===== config.mk =====
export PLATFORM = sky130hd
export DESIGN_NAME = asp_uart
export DESIGN_NICKNAME = d
export VERILOG_FILES = /design/src/hdl/asp_pkg.sv /design/src/hdl/asp_fifo.sv /design/src/hdl/asp_uart.sv
export SDC_FILE = /design/constraint.sdc
export NUM_CORES = 1
export LEC_CHECK = 0
export ABC_AREA = 1
export CELL_PAD_IN_SITES_DETAIL_PLACEMENT = 1
export CELL_PAD_IN_SITES_GLOBAL_PLACEMENT = 1
export CORE_MARGIN = 10
export CORE_UTILIZATION = 52
export CTS_BUF_LIST = sky130_fd_sc_hd__clkbuf_2
export DETAILED_ROUTE_END_ITERATION = 16
export DONT_BUFFER_PORTS = 1
export PLACE_DENSITY = 0.83
export SLEW_MARGIN = 25
export SYNTH_ARGS = -nofsm -noshare
export SYNTH_HDL_FRONTEND = slang
export SYNTH_SLANG_ARGS = --single-unit

===== constraint.sdc =====
create_clock -name clk -period 3.9 [get_ports clk]
set_input_delay 0 -clock clk [delete_from_list [all_inputs] [get_ports clk]]
set_output_delay 0 -clock clk [all_outputs]
set_load 0.05 [all_outputs]

===== src/hdl/asp_pkg.sv =====
package asp_pkg;
    // assumed core rates for the divider
    localparam int SYSCLK_5_HZ = 5000000;
    localparam int SYSCLK_10_HZ = 10000000;
    localparam int SYSCLK_20_HZ = 20000000;
    localparam int OVERSAMPLE = 16;
    localparam int BAUD_SLOWEST = 600;
    localparam logic [11:0] DIV_5 = 12'(SYSCLK_5_HZ / (OVERSAMPLE * BAUD_SLOWEST));
    localparam logic [11:0] DIV_10 = 12'(SYSCLK_10_HZ / (OVERSAMPLE * BAUD_SLOWEST));
    localparam logic [11:0] DIV_20 = 12'(SYSCLK_20_HZ / (OVERSAMPLE * BAUD_SLOWEST));
    // configuration register indices
    localparam logic [7:0] CFG_CLK_IDX = 8'h13;
    localparam logic [7:0] CFG_FMT_IDX = 8'h14;
    localparam logic [7:0] CFG_FMT_RST = 8'h00;
    localparam logic [7:0] CFG_CLK_RST = 8'h00;
    // format register fields
    localparam int FMT_TX_EN = 0;
    localparam int FMT_RX_EN = 1;
    localparam int FMT_M_LO = 2;
    localparam int FMT_NINTH = 4;
    localparam int FMT_BR_LO = 5;
    // clock register fields
    localparam int CLK_SEL_LO = 1;
    localparam int CLK_IRQ_LO = 3;
    localparam logic [1:0] SYSCLK_10M = 2'h1;
    localparam logic [1:0] SYSCLK_20M = 2'h2;
    localparam logic [2:0] BAUD_UNUSED = 3'h7;
    // character layouts
    localparam logic [1:0] LAYOUT_1STOP = 2'h0;
    localparam logic [1:0] LAYOUT_2STOP = 2'h1;
    localparam logic [1:0] LAYOUT_PARITY = 2'h2;
    localparam logic [1:0] LAYOUT_NINE = 2'h3;
    // receive sampling
    localparam logic [3:0] SAMPLE_A = 4'h7;
    localparam logic [3:0] SAMPLE_B = 4'h8;
    localparam logic [3:0] SAMPLE_C = 4'h9;
    localparam logic [3:0] SAMPLE_LAST = 4'hf;
    localparam logic [2:0] IDLE_HIGHS = 3'h7;
    localparam logic [3:0] STEPS_SHORT = 4'h9;
    localparam logic [3:0] STEPS_LONG = 4'ha;
    localparam logic [3:0] BREAK_BITS = 4'ha;
    // transmit frame: index of the trailing idle bit
    localparam logic [3:0] TX_GAP_SHORT = 4'ha;
    localparam logic [3:0] TX_GAP_LONG = 4'hb;
    // status register bits
    localparam int ST_RX_FULL = 0;
    localparam int ST_OVERRUN = 1;
    localparam int ST_FRM = 2;
    localparam int ST_NSE = 3;
    localparam int ST_TX_EMPTY = 4;
    localparam int ST_TX_DONE = 5;
    localparam int ST_BREAK = 6;
    localparam int ST_RX9 = 7;
    typedef enum logic {RX_IDLE = 1'b0, RX_RUN = 1'b1} asp_rx_state_t;
    typedef enum logic {TX_IDLE = 1'b0, TX_SHIFT = 1'b1} asp_tx_state_t;
endpackage


===== src/hdl/asp_fifo.sv =====
`timescale 1ns/1ps
module asp_fifo #(
    parameter int WIDTH = 8,
    parameter int DEPTH = 16
) (
    input wire logic clk,
    input wire logic rst,
    input wire logic in_valid,
    output logic in_ready,
    input wire logic [WIDTH-1:0] in_data,
    output logic out_valid,
    input wire logic out_ready,
    output logic [WIDTH-1:0] out_data
);
    localparam int AW = $clog2(DEPTH);
    if (DEPTH < 2 || (1 << AW) != DEPTH) begin : g_bad_depth
        $error("asp_fifo depth must be a power of two");
    end
    logic [WIDTH-1:0] mem_q [DEPTH];
    logic [AW:0] wr_q;
    logic [AW:0] rd_q;
    wire push = in_valid && in_ready;
    wire pop = out_valid && out_ready;
    assign in_ready = !(wr_q[AW] != rd_q[AW] && wr_q[AW-1:0] == rd_q[AW-1:0]);
    assign out_valid = wr_q != rd_q;
    assign out_data = mem_q[rd_q[AW-1:0]];
    always_ff @(posedge clk or posedge rst) begin
        if (rst) begin
            wr_q <= '0;
            rd_q <= '0;
        end else begin
            if (push) wr_q <= wr_q + 1'b1;
            if (pop) rd_q <= rd_q + 1'b1;
        end
    end
    always_ff @(posedge clk) begin
        if (push) mem_q[wr_q[AW-1:0]] <= in_data;
    end
endmodule


===== src/hdl/asp_uart.sv =====
`timescale 1ns/1ps
module asp_uart
    import asp_pkg::*;
#(
    parameter int FIFO_DEPTH = 16
) (
    input wire logic clk,
    input wire logic rst,
    input wire logic cfg_wr,
    input wire logic [7:0] cfg_addr,
    input wire logic [7:0] cfg_wdata,
    output logic [7:0] cfg_format,
    output logic [7:0] cfg_clock,
    input wire logic tx_wr,
    input wire logic [7:0] tx_wdata,
    output logic tx_wr_ready,
    input wire logic rx_rd,
    output logic [7:0] rx_data,
    output logic [7:0] status,
    output logic irq,
    input wire logic serial_in_pin,
    output logic serial_out_pin
);
    if (FIFO_DEPTH < 2) begin : g_bad_fifo
        $error("asp_uart fifo depth too small");
    end

    function automatic logic [11:0] base_div(input logic [1:0] sel);
        case (sel)
            SYSCLK_10M: base_div = DIV_10;
            SYSCLK_20M: base_div = DIV_20;
            default: base_div = DIV_5;
        endcase
    endfunction

    function automatic logic maj3(input logic a, input logic b, input logic c);
        maj3 = (a & b) | (a & c) | (b & c);
    endfunction

    // odd when sel low, even when sel high
    function automatic logic par_bit(input logic [7:0] d, input logic sel);
        par_bit = ^d ^ ~sel;
    endfunction

    // configuration registers
    logic [7:0] fmt_q;
    logic [7:0] clk_cfg_q;
    always_ff @(posedge clk or posedge rst) begin
        if (rst) begin
            fmt_q <= CFG_FMT_RST;
            clk_cfg_q <= CFG_CLK_RST;
        end else if (cfg_wr && cfg_addr == CFG_FMT_IDX) begin
            fmt_q <= cfg_wdata;
        end else if (cfg_wr && cfg_addr == CFG_CLK_IDX) begin
            clk_cfg_q <= cfg_wdata;
        end
    end
    assign cfg_format = fmt_q;
    assign cfg_clock = clk_cfg_q;

    wire tx_enable = fmt_q[FMT_TX_EN];
    wire rx_enable = fmt_q[FMT_RX_EN];
    wire [1:0] layout = fmt_q[FMT_M_LO +: 2];
    wire ninth_bit_or_parity_sel = fmt_q[FMT_NINTH];
    wire [2:0] baud_select = fmt_q[FMT_BR_LO +: 3];
    wire [1:0] sysclk_select = clk_cfg_q[CLK_SEL_LO +: 2];
    wire [4:0] irq_en = clk_cfg_q[CLK_IRQ_LO +: 5];

    // baud generator
    wire baud_off = baud_select == BAUD_UNUSED;
    wire [11:0] baud_div = base_div(sysclk_select) >> baud_select;
    logic [11:0] div_q;
    logic [3:0] sub_q;
    wire samp_tick = !baud_off && div_q == '0;
    wire tx_tick = samp_tick && sub_q == SAMPLE_LAST;
    always_ff @(posedge clk or posedge rst) begin
        if (rst) begin
            div_q <= '0;
            sub_q <= '0;
        end else if (baud_off) begin
            div_q <= '0;
        end else if (samp_tick) begin
            div_q <= baud_div - 1'b1;
            sub_q <= sub_q + 1'b1;
        end else begin
            div_q <= div_q - 1'b1;
        end
    end

    // receiver
    asp_rx_state_t rx_state_q;
    logic [2:0] hist_q;
    logic [3:0] rx_phase_q;
    logic [3:0] rx_idx_q;
    logic [9:0] rx_bits_q;
    logic vote_a_q;
    logic vote_b_q;
    logic noise_acc_q;
    logic [3:0] zero_run_q;
    logic rx_fin_q;
    wire [3:0] rx_steps = (layout == LAYOUT_1STOP) ? STEPS_SHORT : STEPS_LONG;
    wire start_hit = samp_tick && rx_state_q == RX_IDLE && hist_q == IDLE_HIGHS
        && !serial_in_pin;
    wire vote_tick = samp_tick && rx_state_q == RX_RUN && rx_phase_q == SAMPLE_C;
    wire bit_v = maj3(vote_a_q, vote_b_q, serial_in_pin);
    wire noisy = (vote_a_q != vote_b_q) || (vote_b_q != serial_in_pin);
    wire false_start = vote_tick && rx_idx_q == '0 && bit_v;
    wire rx_last = vote_tick && !false_start && rx_idx_q == rx_steps;
    wire brk_ev = vote_tick && !bit_v && zero_run_q == BREAK_BITS - 1'b1;

    always_ff @(posedge clk or posedge rst) begin
        if (rst) begin
            hist_q <= '0;
            vote_a_q <= 1'b0;
            vote_b_q <= 1'b0;
        end else if (!rx_enable || rx_last) begin
            hist_q <= '0;
        end else if (samp_tick) begin
            hist_q <= {hist_q[1:0], serial_in_pin};
            if (rx_phase_q == SAMPLE_A) vote_a_q <= serial_in_pin;
            if (rx_phase_q == SAMPLE_B) vote_b_q <= serial_in_pin;
        end
    end

    always_ff @(posedge clk or posedge rst) begin
        if (rst) begin
            rx_state_q <= RX_IDLE;
            rx_phase_q <= '0;
        end else if (!rx_enable) begin
            rx_state_q <= RX_IDLE;
        end else if (start_hit) begin
            rx_state_q <= RX_RUN;
            rx_phase_q <= '0;
        end else if (samp_tick && rx_state_q == RX_RUN) begin
            rx_phase_q <= rx_phase_q + 1'b1;
            // noise alone never ends the character
            if (false_start || rx_last) rx_state_q <= RX_IDLE;
        end
    end

    always_ff @(posedge clk or posedge rst) begin
        if (rst) begin
            rx_idx_q <= '0;
            rx_bits_q <= '0;
            noise_acc_q <= 1'b0;
            zero_run_q <= '0;
        end else if (start_hit) begin
            rx_idx_q <= '0;
            noise_acc_q <= 1'b0;
            zero_run_q <= '0;
        end else if (vote_tick) begin
            noise_acc_q <= noise_acc_q | noisy;
            zero_run_q <= bit_v ? 4'h0 : zero_run_q + 1'b1;
            if (rx_idx_q != '0) rx_bits_q[rx_idx_q - 1'b1] <= bit_v;
            rx_idx_q <= rx_idx_q + 1'b1;
        end
    end

    always_ff @(posedge clk or posedge rst) begin
        if (rst) rx_fin_q <= 1'b0;
        else rx_fin_q <= rx_enable && rx_last;
    end

    // end-of-character checks
    logic stop_ok;
    always_comb begin
        case (layout)
            LAYOUT_1STOP: stop_ok = rx_bits_q[8];
            LAYOUT_2STOP: stop_ok = rx_bits_q[8] & rx_bits_q[9];
            default: stop_ok = rx_bits_q[9];
        endcase
    end
    wire par_bad = layout == LAYOUT_PARITY
        && rx_bits_q[8] != par_bit(rx_bits_q[7:0], ninth_bit_or_parity_sel);
    wire frame_err = !stop_ok || par_bad;
    wire rx_ninth = layout == LAYOUT_NINE && rx_bits_q[8];

    // receive holding buffer
    logic [7:0] rx_data_q;
    logic rx_full_q;
    logic overrun_q;
    logic framing_q;
    logic noise_q;
    logic ninth_q;
    logic break_q;
    wire rx_load = rx_fin_q && (!rx_full_q || rx_rd);
    always_ff @(posedge clk or posedge rst) begin
        if (rst) begin
            rx_data_q <= '0;
            framing_q <= 1'b0;
            noise_q <= 1'b0;
            ninth_q <= 1'b0;
        end else if (rx_load) begin
            rx_data_q <= rx_bits_q[7:0];
            framing_q <= frame_err;
            noise_q <= noise_acc_q;
            ninth_q <= rx_ninth;
        end
    end
    // new events win over a clearing read
    always_ff @(posedge clk or posedge rst) begin
        if (rst) begin
            rx_full_q <= 1'b0;
            overrun_q <= 1'b0;
            break_q <= 1'b0;
        end else begin
            if (rx_load) rx_full_q <= 1'b1;
            else if (rx_rd) rx_full_q <= 1'b0;
            if (rx_fin_q && rx_full_q && !rx_rd) overrun_q <= 1'b1;
            else if (rx_rd) overrun_q <= 1'b0;
            if (brk_ev) break_q <= 1'b1;
            else if (rx_rd) break_q <= 1'b0;
        end
    end
    assign rx_data = rx_data_q;

    // transmit path: fifo feeds the holding stage
    logic [7:0] hold_q;
    logic hold_full_q;
    logic fifo_valid;
    logic [7:0] fifo_data;
    wire fifo_take = !hold_full_q && tx_enable;
    asp_fifo #(.WIDTH(8), .DEPTH(FIFO_DEPTH)) i_asp_fifo (
        .clk(clk),
        .rst(rst),
        .in_valid(tx_wr && tx_enable),
        .in_ready(tx_wr_ready),
        .in_data(tx_wdata),
        .out_valid(fifo_valid),
        .out_ready(fifo_take),
        .out_data(fifo_data)
    );
    wire tx_empty = !hold_full_q && !fifo_valid;

    asp_tx_state_t tx_state_q;
    logic [11:0] tx_shift_q;
    logic [3:0] tx_bit_q;
    logic tx_done_q;
    wire [3:0] tx_gap_idx = (layout == LAYOUT_1STOP) ? TX_GAP_SHORT : TX_GAP_LONG;
    wire tx_extra = (layout == LAYOUT_PARITY) ? par_bit(hold_q, ninth_bit_or_parity_sel)
        : (layout == LAYOUT_NINE) ? ninth_bit_or_parity_sel : 1'b1;
    wire [11:0] tx_frame = {2'b11, tx_extra, hold_q, 1'b0};
    // reload only after the idle bit has gone out
    wire tx_ld = tx_tick && hold_full_q && tx_enable
        && (tx_state_q == TX_IDLE || tx_bit_q == tx_gap_idx);

    always_ff @(posedge clk or posedge rst) begin
        if (rst) begin
            hold_q <= '0;
            hold_full_q <= 1'b0;
        end else if (fifo_take && fifo_valid) begin
            hold_q <= fifo_data;
            hold_full_q <= 1'b1;
        end else if (tx_ld) begin
            hold_full_q <= 1'b0;
        end
    end

    always_ff @(posedge clk or posedge rst) begin
        if (rst) begin
            tx_state_q <= TX_IDLE;
            tx_shift_q <= '1;
            tx_bit_q <= '0;
            tx_done_q <= 1'b1;
        end else if (tx_ld) begin
            tx_state_q <= TX_SHIFT;
            tx_shift_q <= tx_frame;
            tx_bit_q <= '0;
            tx_done_q <= 1'b0;
        end else if (tx_tick && tx_state_q == TX_SHIFT) begin
            tx_shift_q <= {1'b1, tx_shift_q[11:1]};
            if (tx_bit_q == tx_gap_idx) tx_state_q <= TX_IDLE;
            else tx_bit_q <= tx_bit_q + 1'b1;
            if (tx_bit_q == tx_gap_idx - 1'b1) tx_done_q <= 1'b1;
        end
    end
    assign serial_out_pin = tx_shift_q[0];

    // status and interrupt request
    always_comb begin
        status = '0;
        status[ST_RX_FULL] = rx_full_q;
        status[ST_OVERRUN] = overrun_q;
        status[ST_FRM] = framing_q;
        status[ST_NSE] = noise_q;
        status[ST_TX_EMPTY] = tx_empty;
        status[ST_TX_DONE] = tx_done_q;
        status[ST_BREAK] = break_q;
        status[ST_RX9] = ninth_q;
    end
    assign irq = |(irq_en & {rx_full_q, overrun_q, break_q, tx_empty, tx_done_q});
endmodule


# Word level (Yosys, flattened, before mapping)
# Memory sizes are Yosys's and may differ from the RTL's. A register that Yosys moved wholly into a read port is not among the register bits.
# Index checks and enable logic that the tools add are counted.
# classes
addsub	11
n_lt_le_gt_ge	2
n_eq_ne	26
n_shift	1
mux	45
n_bitwise	17
reduce_logical	76
# op_table
operator	n
$mux W12	4
$mux W4	10
$logic_and A1 B1 Y1	32
$mux W1	24
$pmux W12 S2	1
$sub A12 B1 Y12 const B	2
$add A4 B1 Y4 const B	5
$reduce_bool A2 Y1	10
$eq A4 B4 Y1	4
$eq A4 B4 Y1 const B	4
$eq A8 B5 Y1 const B	2
$reduce_xor A8 Y1	2
$reduce_and A2 Y1	7
$logic_not A12 Y1	1
$shr A12 B3 Y12	1
$logic_not A1 Y1	11
$add A5 B1 Y5 const B	2
$bwmux W10	1
$reduce_and A3 Y1	3
$sub A4 B1 Y4 const B	2
$not A1 Y1	7
$eq A2 B2 Y1 const B	3
$eq A3 B3 Y1 const B	2
$logic_or A1 B1 Y1	6
other kinds (20)	32
# word_totals
reg_bits	105
mem_bits_rw	128
input_bits	30
output_inout_bits	35
wordCells	207
mem_count	1
# memory_table
name	words	word_bits	rd	rd_clocked_by_memory_dff	write_ports	line_no	rtl
i_asp_fifo.mem_q	16	8	1	1	1	asp_fifo.sv:19	logic [WIDTH-1:0] mem_q [DEPTH];

# Longest topological paths before layout
# Gate-level depths: netlist of run 1.
# logic_depth
word_depth	15
depth_mapped	19
mapped_depth_nobuf	19

# Hierarchy
# From an unflattened synthesis of run 1, not the netlist that was laid out.
# unflattened
hier_cells	1274
area_unflattened_um2	11728.7
# modules_own_cells
module	n_inst	cells_per_inst	area_each_um2	seq_area_each_um2
asp_fifo	1	558	5970.7	4093.9
asp_uart	1	716	5758.0	2541.2

# Least setup slack after synthesis of run 1
# No wires, ideal clock.
# synth_timing
path_type	reg2reg
from	reg i_asp_fifo.wr_q[2]
to	mem i_asp_fifo.mem_q[11][0] (enable)
setup_time_ns	0.370
t_arrival_ns	2.028
required_time_ns	3.530
setup_slack_ns	1.502
stages_incl_launch_ff	9
path_buffers	1
synth_period_minus_slack_ns	2.398
cell_sequence	dfrtp_1 -> clkbuf_1 -> xor2_1 -> nor4_2 -> nand2_1 -> nand3_1 -> inv_2 -> nand3_1 -> nor2_1
# synth_between
elab_chain_len	6
# synth_lines
element	line_no	rtl
from (decl)	asp_fifo.sv:20	logic [AW:0] wr_q;
from (signal assigned)	asp_fifo.sv:32	if (push) wr_q <= wr_q + 1'b1;
$eq A4 B4 Y1	asp_fifo.sv:24	assign in_ready = !(wr_q[AW] != rd_q[AW] && wr_q[AW-1:0] == rd_q[AW-1:0]);
$logic_and A1 B1 Y1	asp_fifo.sv:24	
$logic_not A1 Y1	asp_fifo.sv:24	
net tx_wr_ready	asp_uart.sv:16	output logic tx_wr_ready,
$logic_and A1 B1 Y1	asp_fifo.sv:22	wire push = in_valid && in_ready;
$mux W1	asp_fifo.sv:37	if (push) mem_q[wr_q[AW-1:0]] <= in_data;
$mux W1 (implied by the code)	asp_fifo.sv:37	
to (decl)	asp_fifo.sv:19	
# The timed path passes the listed nets, and every way through them passes these cells.

# Final worst setup path of run 1
# layout_timing
from	reg i_asp_fifo.rd_q[2]
to	out irq
# layout_between
elab_chain_len	5
# layout_lines
element	line_no	rtl
from (decl)	asp_fifo.sv:21	logic [AW:0] rd_q;
from (signal assigned)	asp_fifo.sv:33	if (pop) rd_q <= rd_q + 1'b1;
$ne A5 B5 Y1	asp_fifo.sv:25	assign out_valid = wr_q != rd_q;
$logic_not A1 Y1	asp_uart.sv:233	wire tx_empty = !hold_full_q && !fifo_valid;
$logic_and A1 B1 Y1	asp_uart.sv:233	
$and A5 B5 Y5	asp_uart.sv:291	assign irq = |(irq_en & {rx_full_q, overrun_q, break_q, tx_empty, tx_done_q});
$reduce_or A5 Y1	asp_uart.sv:291	
to (decl)	asp_uart.sv:20	output logic irq,
# No other way between the ends.

==> impl_metrics.env, run 1 <==
export IMPL_status="finished, final reports clean"
export IMPL_ir_drop_mv=0.260
export IMPL_start_util_pct=53.3
export IMPL_crit_path_start_kind="flop"
export IMPL_synth_fp_nets=1203
export IMPL_vias=8597
export IMPL_overflow=0
export IMPL_synthToLayoutAreaGrowth_pct=10.3
export IMPL_rrSetupSlack_ps=1040
export IMPL_skew_ps=71.7
export IMPL_async_flop_share_pct=46.4
export IMPL_timing_final_crit_period_ps=2940
export IMPL_wirelength_um=31400
export IMPL_synth_area_um2=11300
export IMPL_dp_slack_ps=1080
export IMPL_crit_path_max_fanout=18
export IMPL_cp_end_kind="primary output"
export IMPL_cts_tree="yes"
export IMPL_die_area_um2=28100
export IMPL_clock_latency_ps=880
export IMPL_route_detailed_drc=0
export IMPL_max_freq_ghz=0.340
export IMPL_grt_max_degree=68
export IMPL_slowest_delay_ps=690
export IMPL_ant_nets=0
export IMPL_first_pass_iters=6
export IMPL_setup_viol=0
export IMPL_r2r_cells=8
export IMPL_final_max_slew_viol_count=0
export IMPL_antenna_found_initial=6
export IMPL_synth_edf_count=128
export IMPL_holdPathEnd="i_asp_fifo.wr_q[0]$_DFFE_PP0P_"
export IMPL_layout_nets=1272
export IMPL_yosysUniqueCellTypes=53
export IMPL_cts_made_buffers=59
export IMPL_drive_above_1_share_pct=11.5
export IMPL_io_buffers=0
export IMPL_cts_sinks=239
export IMPL_post_drt_wl_per_cell_um=20.3
export IMPL_avgSynthCellArea_um2=9.84
export IMPL_synthFlopType="edfxtp_1"
export IMPL_critPathTopFamily="simple AND/OR/NAND/NOR gates"
export IMPL_grt_pass1_vias=9151
export IMPL_drt_initial_drc_count=756
export IMPL_cts_buffer_depth=3
export IMPL_critPathRequiredTime_ps=3900
export IMPL_r2r_start="i_asp_fifo.rd_q[2]$_DFFE_PP0P_"
export IMPL_worstMarginPinSlew_ps=926
export IMPL_worstPathCellList="xor2_1 > nor4_2 > nand2_1 > nor2_1 > buf_4 > nand2_1 > nand2_1"
export IMPL_crit_arrival_ps=2940
export IMPL_p_leak_uw=0.00534
export IMPL_seq_area_frac_synth_pct=58.6
export IMPL_worst_path_buf_inv=1
export IMPL_maxSlewHeadroom_pct=38.2
export IMPL_grtUsageTotal_pct=21.9
export IMPL_maxCapViolations=0
export IMPL_num_rows=53
export IMPL_finalCritPeriodShare_pct=75.4
export IMPL_critical_path_class="flop to primary output"
export IMPL_cts_root_buf="clkbuf_2"
export IMPL_timing_rr_end="i_asp_fifo.mem_q[5][5]$_DFFE_PP_"
export IMPL_whs_path_depth=3
export IMPL_die_h_um=168
export IMPL_finalSetupTns_ps=0
export IMPL_ys_ff_latch=239
export IMPL_yosys_warnings=0
export IMPL_cts_setup_buffers=0
export IMPL_total_power_uw=6090
export IMPL_place_gp_congestion=0.910
export IMPL_core_um2=21200
export IMPL_cpMostUsedCell="nand2_1"
export IMPL_p_per_area_nw_per_um2=487
export IMPL_grt_pass1_wl_um=50100
export IMPL_grt_setup_unrepaired="no"
export IMPL_clk_pin_slew_ps=120
export IMPL_critPathSlowestCell="dfrtp_1"
export IMPL_worstHoldPathType="input pin to flop"
export IMPL_min_delay_start="tx_wr"
export IMPL_postLayoutCoreUtil_pct=58.8
export IMPL_dp_hpwl_um=20100
export IMPL_postCtsHoldBufs=44
export IMPL_htreeDepth=2
export IMPL_fin_ws_ps=958
export IMPL_syn_instance_count=1150
export IMPL_cts_resized=0
export IMPL_hold_viol=0
export IMPL_io_pins=65
export IMPL_viasPerCell=5.57
export IMPL_die_x_um=168
per-layer routing:
layer / up-vias / track usage [%] / part of all wire, %
li1: 4021 / - / -
met1: 4236 / 28.1 / 43
met2: 267 / 36.5 / 49
met3: 71 / 4.42 / 5.8
met4: 2 / 7.04 / 2.2
met5: - / 0 / 0.038
power breakdown:
part	internal [uW]	switching (uW)	total [uW]
clock	686	1030	1720
sequential	2790	173	2960
combinational	453	951	1400
Yosys cell counts, types with 5 or more instances:
cell / count / area, um2
buf_4: 8 / 60.1
xnor2_1: 14 / 123
inv_1: 109 / 409
nor3_1: 6 / 30.0
a21oi_1: 15 / 75.1
ha_1: 23 / 288
nand2_1: 243 / 912
buf_2: 11 / 55.1
o22ai_1: 5 / 31.3
o221ai_1: 11 / 96.3
nand3_1: 52 / 260
dfrtp_1: 100 / 2500
inv_2: 6 / 22.5
dfstp_2: 11 / 289
xor2_1: 18 / 158
o21ai_1: 19 / 95.1
o21ai_0: 100 / 500
edfxtp_1: 128 / 3840
nand4_1: 11 / 68.8
nor2_1: 147 / 552
nor2_2: 5 / 31.3
clkbuf_1: 19 / 71.3
o32ai_1: 17 / 149
mux2i_1: 12 / 120
nor2_4: 5 / 56.3
worst reg2reg max path: cells and delay by family, from the launching register on:
family / cells / cell delay, ps
buffers and inverters: 2 / 420
xor gates and xnor gates: 1 / 210
and+or+nand+nor: 5 / 1170
DFF: 1 / 690
cells in the final DEF, fill, tap and decap left out, drive strengths merged, types with 5 or more instances in the layout:
cell type,instances
a21oi,16
buf,9
clkbuf,79
clkinv,28
dfrtp,100
dfstp,11
diode,5
dlygate4sd3,43
edfxtp,128
ha,23
inv,116
mux2i,12
nand2,249
nand3,56
nand4,11
nor2,159
nor3,7
nor4,7
o21ai,121
o221ai,11
o22ai,5
o32ai,17
xnor2,14
xor2,18
flip-flops by register name (all words and copies together) (netlist names), 8 cells and up:
name,cells
cfg_clock,8
cfg_format,8
div_q,12
hold_q,8
i_asp_fifo.mem_q,128
rx_bits_q,10
rx_data,8
tx_shift_q,10
stage by stage:
step	hold slack, ps	area (um2)	instances
4_1_cts	11.0	12500	1538
2_1_floorplan	98.9	11300	1150
3_5_place_dp	-29.3	11500	1389
6_report	118	12500	1543
5_1_grt	79.3	12500	1542
3_3_place_gp	-21.5	11500	1389
worst max-delay path by stage:
stage          cells past startpoint                                to                      startpoint  slack (ps)
2_1_floorplan                      1               break_q$_DFFE_PP0P_                             rst         990
3_3_place_gp                       8  i_asp_fifo.mem_q[5][6]$_DFFE_PP_  i_asp_fifo.rd_q[2]$_DFFE_PP0P_        1210
3_5_place_dp                       8  i_asp_fifo.mem_q[5][0]$_DFFE_PP_  i_asp_fifo.rd_q[2]$_DFFE_PP0P_        1080
4_1_cts                            7                               irq  i_asp_fifo.rd_q[2]$_DFFE_PP0P_         860
5_1_grt                            7                               irq  i_asp_fifo.rd_q[2]$_DFFE_PP0P_         750
6_report                           7                               irq  i_asp_fifo.rd_q[2]$_DFFE_PP0P_         960
cells by family after synthesis:
kind of cell    count (synthesis)  share of synthesized area, %
simple gates                  493                          19.3
flops                         239                          58.6
compound gates                187                          9.78
buf+inv                       164                          6.23
xor+xnor                       32                          2.48
fa+ha+maj                      23                          2.54
mux                            12                          1.06
cell type report:
type	instances	area (um2)
fillers	2402	8740
flip-flops and latches	239	6640
multi-input cells	747	3970
repair buffers	52	510
inverters	120	457
clock buffers	79	395
well taps	275	344
clock inverters	26	153
diodes	5	12.5
Power figures use the tool's default switching activity.
==> run 2, diff against run 1 <==
- CORE_UTILIZATION: 52 -> 47
- PLACE_DENSITY: 0.83 -> 0.79
- clock period: 3.9 -> 2.6 ns (I/O delays scaled with it)
==> run 2 against run 1 <==
- hold slack worse by 20 ps
- critical endpoint is now i_asp_fifo.mem_q[13][3]$_DFFE_PP_
- routed wire length is 1.2% lower
- setup slack worse by 780 ps
- sequential share of layout area is 1.1 points lower
- die area is 9.3% higher
- final area is 2.2% higher
- register-to-register slack worse by 860 ps
- clock skew is 15 ps higher
==> impl_metrics.env, run 2 (synthesis results as in run 1) <==
export IMPL_final_cell_mix="243 x nand2_1, 146 x nor2_1, 128 x edfxtp_1"
export IMPL_place_inst=1449
export IMPL_crit_path_start_kind="flop"
export IMPL_maxSlewHeadroom_pct=36.1
export IMPL_critical_path_class="flop to flop"
export IMPL_dp_slack_ps=190
export IMPL_crit_path_max_fanout=9
export IMPL_final_max_slew_viol_count=0
export IMPL_status="finished, final reports clean"
export IMPL_drt_initial_drc_count=561
export IMPL_cts_root_buf="clkbuf_2"
export IMPL_clock_latency_ps=860
export IMPL_worstMarginPinSlew_ps=955
export IMPL_die_h_um=175
export IMPL_rrSetupSlack_ps=180
export IMPL_timing_final_crit_period_ps=2420
export IMPL_vias=8681
export IMPL_crit_start="i_asp_fifo.wr_q[2]$_DFFE_PP0P_"
export IMPL_fin_cells=1609
export IMPL_dp_hpwl_um=20600
export IMPL_cts_setup_buffers=0
export IMPL_io_buffers=0
export IMPL_final_common_cell="nand2_1"
export IMPL_maxCapViolations=0
export IMPL_clk_pin_slew_ps=100
export IMPL_timing_rr_end="i_asp_fifo.mem_q[13][3]$_DFFE_PP_"
export IMPL_io_pins=65
export IMPL_r2r_cells=7
export IMPL_htreeDepth=3
export IMPL_setup_viol=0
export IMPL_worstHoldPathType="input pin to flop"
export IMPL_die_area_um2=30700
export IMPL_cp_end_kind="flop"
export IMPL_largest_reg_flops=128
export IMPL_p_per_area_nw_per_um2=746
export IMPL_overflow=0
export IMPL_die_x_um=175
export IMPL_drive_above_1_share_pct=14.4
export IMPL_fin_ws_ps=178
export IMPL_grt_max_degree=68
export IMPL_total_power_uw=9520
export IMPL_fillers=2732
export IMPL_max_freq_ghz=0.413
export IMPL_cts_tree="yes"
export IMPL_min_delay_start="serial_in_pin"
export IMPL_hold_viol=0
export IMPL_wirelength_um=31000
export IMPL_cts_sinks=239
export IMPL_num_rows=56
export IMPL_grt_pass1_vias=9241
export IMPL_first_pass_iters=4
export IMPL_route_detailed_drc=0
export IMPL_post_drt_wl_per_cell_um=19.3
export IMPL_grtUsageTotal_pct=20.1
export IMPL_grt_setup_unrepaired="yes"
export IMPL_whs_path_depth=3
export IMPL_place_gp_congestion=0.886
export IMPL_seqCellArea_um2=6640
export IMPL_ant_nets=0
export IMPL_core_um2=23600
export IMPL_skew_ps=86.4
export IMPL_start_util_pct=47.9
export IMPL_grt_pass1_wl_um=49500
export IMPL_viasPerCell=5.40
export IMPL_p_leak_uw=0.00548
export IMPL_critPathRequiredTime_ps=3030
export IMPL_ir_drop_mv=0.538
export IMPL_finalCritPeriodShare_pct=93.1
export IMPL_antenna_found_initial=2
export IMPL_r2r_start="i_asp_fifo.wr_q[2]$_DFFE_PP0P_"
export IMPL_multiInputGateArea_um2=4000
export IMPL_layout_nets=1290
export IMPL_cts_made_buffers=66
export IMPL_holdPathEnd="hist_q[0]$_DFFE_PP0P_"
export IMPL_crit_arrival_ps=2850
export IMPL_cts_buffer_depth=3
export IMPL_synthToLayoutAreaGrowth_pct=12.8
## run 2: worst max path at each step
stage / endpoint / cells after the start
final: i_asp_fifo.mem_q[13][3]$_DFFE_PP_ / 7
after global routing: irq / 7
after CTS: irq / 7
after detailed placement: i_asp_fifo.mem_q[3][4]$_DFFE_PP_ / 7
after global placement: i_asp_fifo.mem_q[3][4]$_DFFE_PP_ / 7
after floorplan: i_asp_fifo.mem_q[11][0]$_DFFE_PP_ / 8
## run 2: critical path, stage by stage, from the launching register on
cell and delay [ps]:
dfrtp_2 480, xor2_1 200, nor4_2 60, nand2_1 80
nand3_1 190, inv_2 200, nand2_1 150, nor2_1 630
## run 2: cell type report
class                      count  area share (%)
antenna                        2          0.0392
clock buffer                  95            3.73
clock inverter                24            1.42
inverter                     120            3.59
multi-input combinational    747            31.3
sequential                   239            52.0
tap                          319            3.13
timing repair buffer          63            4.73
## run 2: metal layers
| layer | track usage [%] | vias up | share of wire [%] |
|---|---|---|---|
| met5 | 0 | - | 0 |
| met4 | 6.22 | 0 | 1.8 |
| met2 | 34.2 | 224 | 50 |
| met1 | 24.8 | 4349 | 43 |
| met3 | 4.59 | 46 | 5.2 |
| li1 | - | 4062 | - |
## run 2: report_power, final
group | switching (uW) | internal (uW)
sequential | 216 | 4190
combinational | 1470 | 714
clock | 1640 | 1290
total | 3330 | 6190
## run 2: per-stage QoR
step | cell area (um2) | utilization [%] | setup TNS, ps | hold slack, ps
2_1_floorplan | 11300 | - | 0 | 98.9
3_3_place_gp | 11700 | 49.5 | 0 | 48.3
3_5_place_dp | 11700 | 49.5 | 0 | 46.3
4_1_cts | 12700 | 54.0 | 0 | 49.3
5_1_grt | 12800 | 54.0 | -31.3 | 83.4
6_report | 12800 | 54.0 | 0 | 98.4
## run 2: repair_timing
action,4_1_cts,5_1_grt
hold endpoints to repair,388,0
pin swaps,0,2
setup endpoints to repair,2,2
resized for setup,3,3
hold buffers,39,0
==> run 3, diff against run 2 <==
- GPL_TIMING_DRIVEN: unset -> 0
- PLACE_DENSITY: 0.79 -> 0.81
- SETUP_SLACK_MARGIN: unset -> 0.3
==> run 3 against run 2 <==
- routed wire length is 28% higher
- hold slack worse by 32 ps
- highest routed layer unchanged
- fmax is 6.7% lower
- final area is 8.8% higher
- largest cell class unchanged
- critical path depth is 1 lower
- first-iteration DRC count is 45% higher
- global-route usage is 2.7 points higher
- critical endpoint is now irq
- register-to-register slack worse by 80 ps
==> impl_metrics.env, run 3 (synthesis results as in run 1) <==
export IMPL_hold_viol=0
export IMPL_io_pins=65
export IMPL_critical_path_depth=6
export IMPL_htreeDepth=2
export IMPL_core_um2=23600
export IMPL_wirelength_um=39700
export IMPL_vias=9652
export IMPL_grt_pass1_wl_um=55900
export IMPL_worstMarginPinSlew_ps=816
export IMPL_max_freq_ghz=0.385
export IMPL_cts_sinks=239
export IMPL_grt_max_degree=33
export IMPL_timing_rr_end="div_q[10]$_DFF_PP0_"
export IMPL_critical_path_class="flop to primary output"
export IMPL_die_h_um=175
export IMPL_die_x_um=175
export IMPL_worstHoldPathType="input pin to flop"
export IMPL_r2r_cells=19
export IMPL_clk_pin_slew_ps=130
export IMPL_grt_setup_unrepaired="yes"
export IMPL_ir_drop_mv=0.485
export IMPL_cts_made_buffers=61
export IMPL_route_detailed_drc=0
export IMPL_p_leak_uw=0.00589
export IMPL_final_cell_mix="212 x nand2_1, 128 x edfxtp_1, 120 x nor2_1"
export IMPL_total_power_uw=9890
export IMPL_synthToLayoutAreaGrowth_pct=22.8
export IMPL_status="finished, final reports clean"
export IMPL_final_common_cell="nand2_1"
export IMPL_timing_final_crit_period_ps=2600
export IMPL_grt_pass1_vias=10200
export IMPL_finalCritPeriodShare_pct=99.9
export IMPL_r2r_start="cfg_clock[1]$_DFFE_PP0P_"
export IMPL_dp_hpwl_um=21600
export IMPL_die_area_um2=30700
export IMPL_io_buffers=0
export IMPL_num_rows=56
export IMPL_overflow=0
export IMPL_critical_path_endpoint="irq"
export IMPL_critPathTopFamily="simple AND/OR/NAND/NOR gates"
export IMPL_maxSlewHeadroom_pct=45.4
export IMPL_cts_tree="yes"
export IMPL_critPathSlowestCell="dfrtp_2"
export IMPL_grtUsageTotal_pct=22.8
export IMPL_setup_viol=0
export IMPL_crit_start="i_asp_fifo.wr_q[3]$_DFFE_PP0P_"
export IMPL_cp_end_kind="primary output"
export IMPL_rrSetupSlack_ps=100
export IMPL_slowest_delay_ps=460
export IMPL_maxCapViolations=0
export IMPL_antenna_found_initial=2
export IMPL_crit_path_max_fanout=2
export IMPL_worstPathCellList="xor2_1 > nor4_2 > nand2_1 > nor2_4 > nand2_2 > nand2_4"
export IMPL_critPathRequiredTime_ps=2600
export IMPL_drt_initial_drc_count=812
export IMPL_hold_ws_ps=66.5
export IMPL_ant_nets=0
export IMPL_clock_latency_ps=940
export IMPL_post_drt_wl_per_cell_um=23.7
export IMPL_layout_nets=1361
export IMPL_crit_path_start_kind="flop"
export IMPL_whs_path_depth=1
export IMPL_p_per_area_nw_per_um2=712
export IMPL_fillers=2609
export IMPL_start_util_pct=47.9
export IMPL_place_gp_congestion=0.845
export IMPL_largest_reg_flops=128
export IMPL_final_max_slew_viol_count=0
export IMPL_worst_path_buf_inv=0
export IMPL_skew_ps=105
export IMPL_viasPerCell=5.76
export IMPL_cts_buffer_depth=3
export IMPL_first_pass_iters=5
export IMPL_drive_above_1_share_pct=24.3
export IMPL_crit_arrival_ps=2600
export IMPL_cts_root_buf="clkbuf_2"
==> run 3: repair_timing <==
item                                    in CTS  in global routing
pin swaps                                   19                 35
gates resized for setup                     70                108
endpoints found under the setup margin     159                156
hold buffers                                45                  0
endpoints found under the hold margin      429                  0
gates cloned                                 0                  3
buffers inserted                            24                 19
==> run 3: worst min path at each step <==
stage                           start                                end  slack (ps)
final                     tx_wdata[0]  i_asp_fifo.mem_q[15][0]$_DFFE_PP_          70
after detailed placement          rst              framing_q$_DFFE_PP0P_        -160
after global routing      tx_wdata[5]  i_asp_fifo.mem_q[12][5]$_DFFE_PP_          30
after global placement    tx_wdata[1]   i_asp_fifo.mem_q[1][1]$_DFFE_PP_         100
after CTS                 tx_wdata[5]  i_asp_fifo.mem_q[15][5]$_DFFE_PP_          30
after floorplan           tx_wdata[0]   i_asp_fifo.mem_q[0][0]$_DFFE_PP_         100
==> run 3: routing by layer <==
metal	vias to the layer above	global-route usage, %	wire length, um	share of wire [%]
met4	0	9.71	1990	5.0
met2	452	40.3	20000	50
met1	4835	26.4	15000	38
met5	-	0	0	0
met3	143	4.42	2690	6.8
li1	4222	-	-	-
==> run 3: stage by stage <==
step	TNS, ps	cell area, um2	setup WS [ps]	utilization [%]	instances
after floorplan	0	11300	202	-	1150
after global placement	-57270	11700	-585	49.6	1469
after detailed placement	-70620	11800	-691	50.0	1473
after CTS	0	13300	128	56.4	1653
after global routing	-243	13900	-132	58.8	1677
final	0	13900	3.30	58.8	1677
==> run 3: layout make-up <==
| type | count | area (um2) | area share (%) |
|---|---|---|---|
| Sequential cell | 239 | 6660 | 47.9 |
| Multi-Input combinational cell | 748 | 4480 | 32.2 |
| Timing Repair Buffer | 94 | 1050 | 7.57 |
| Inverter | 120 | 472 | 3.40 |
| Clock buffer | 92 | 460 | 3.32 |
| Tap cell | 319 | 399 | 2.87 |
| Buffer | 44 | 280 | 2.02 |
| Clock inverter | 19 | 87.6 | 0.631 |
| Antenna cell | 2 | 5.00 | 0.0360 |
==> run 3: where the power goes <==
| part | leakage (uW) | internal (uW) | switching, uW |
|---|---|---|---|
| clock network | 0.000422 | 960 | 1680 |
| registers | 0.00250 | 4190 | 249 |
| logic | 0.00297 | 936 | 1870 |
| total | 0.00589 | 6090 | 3810 |
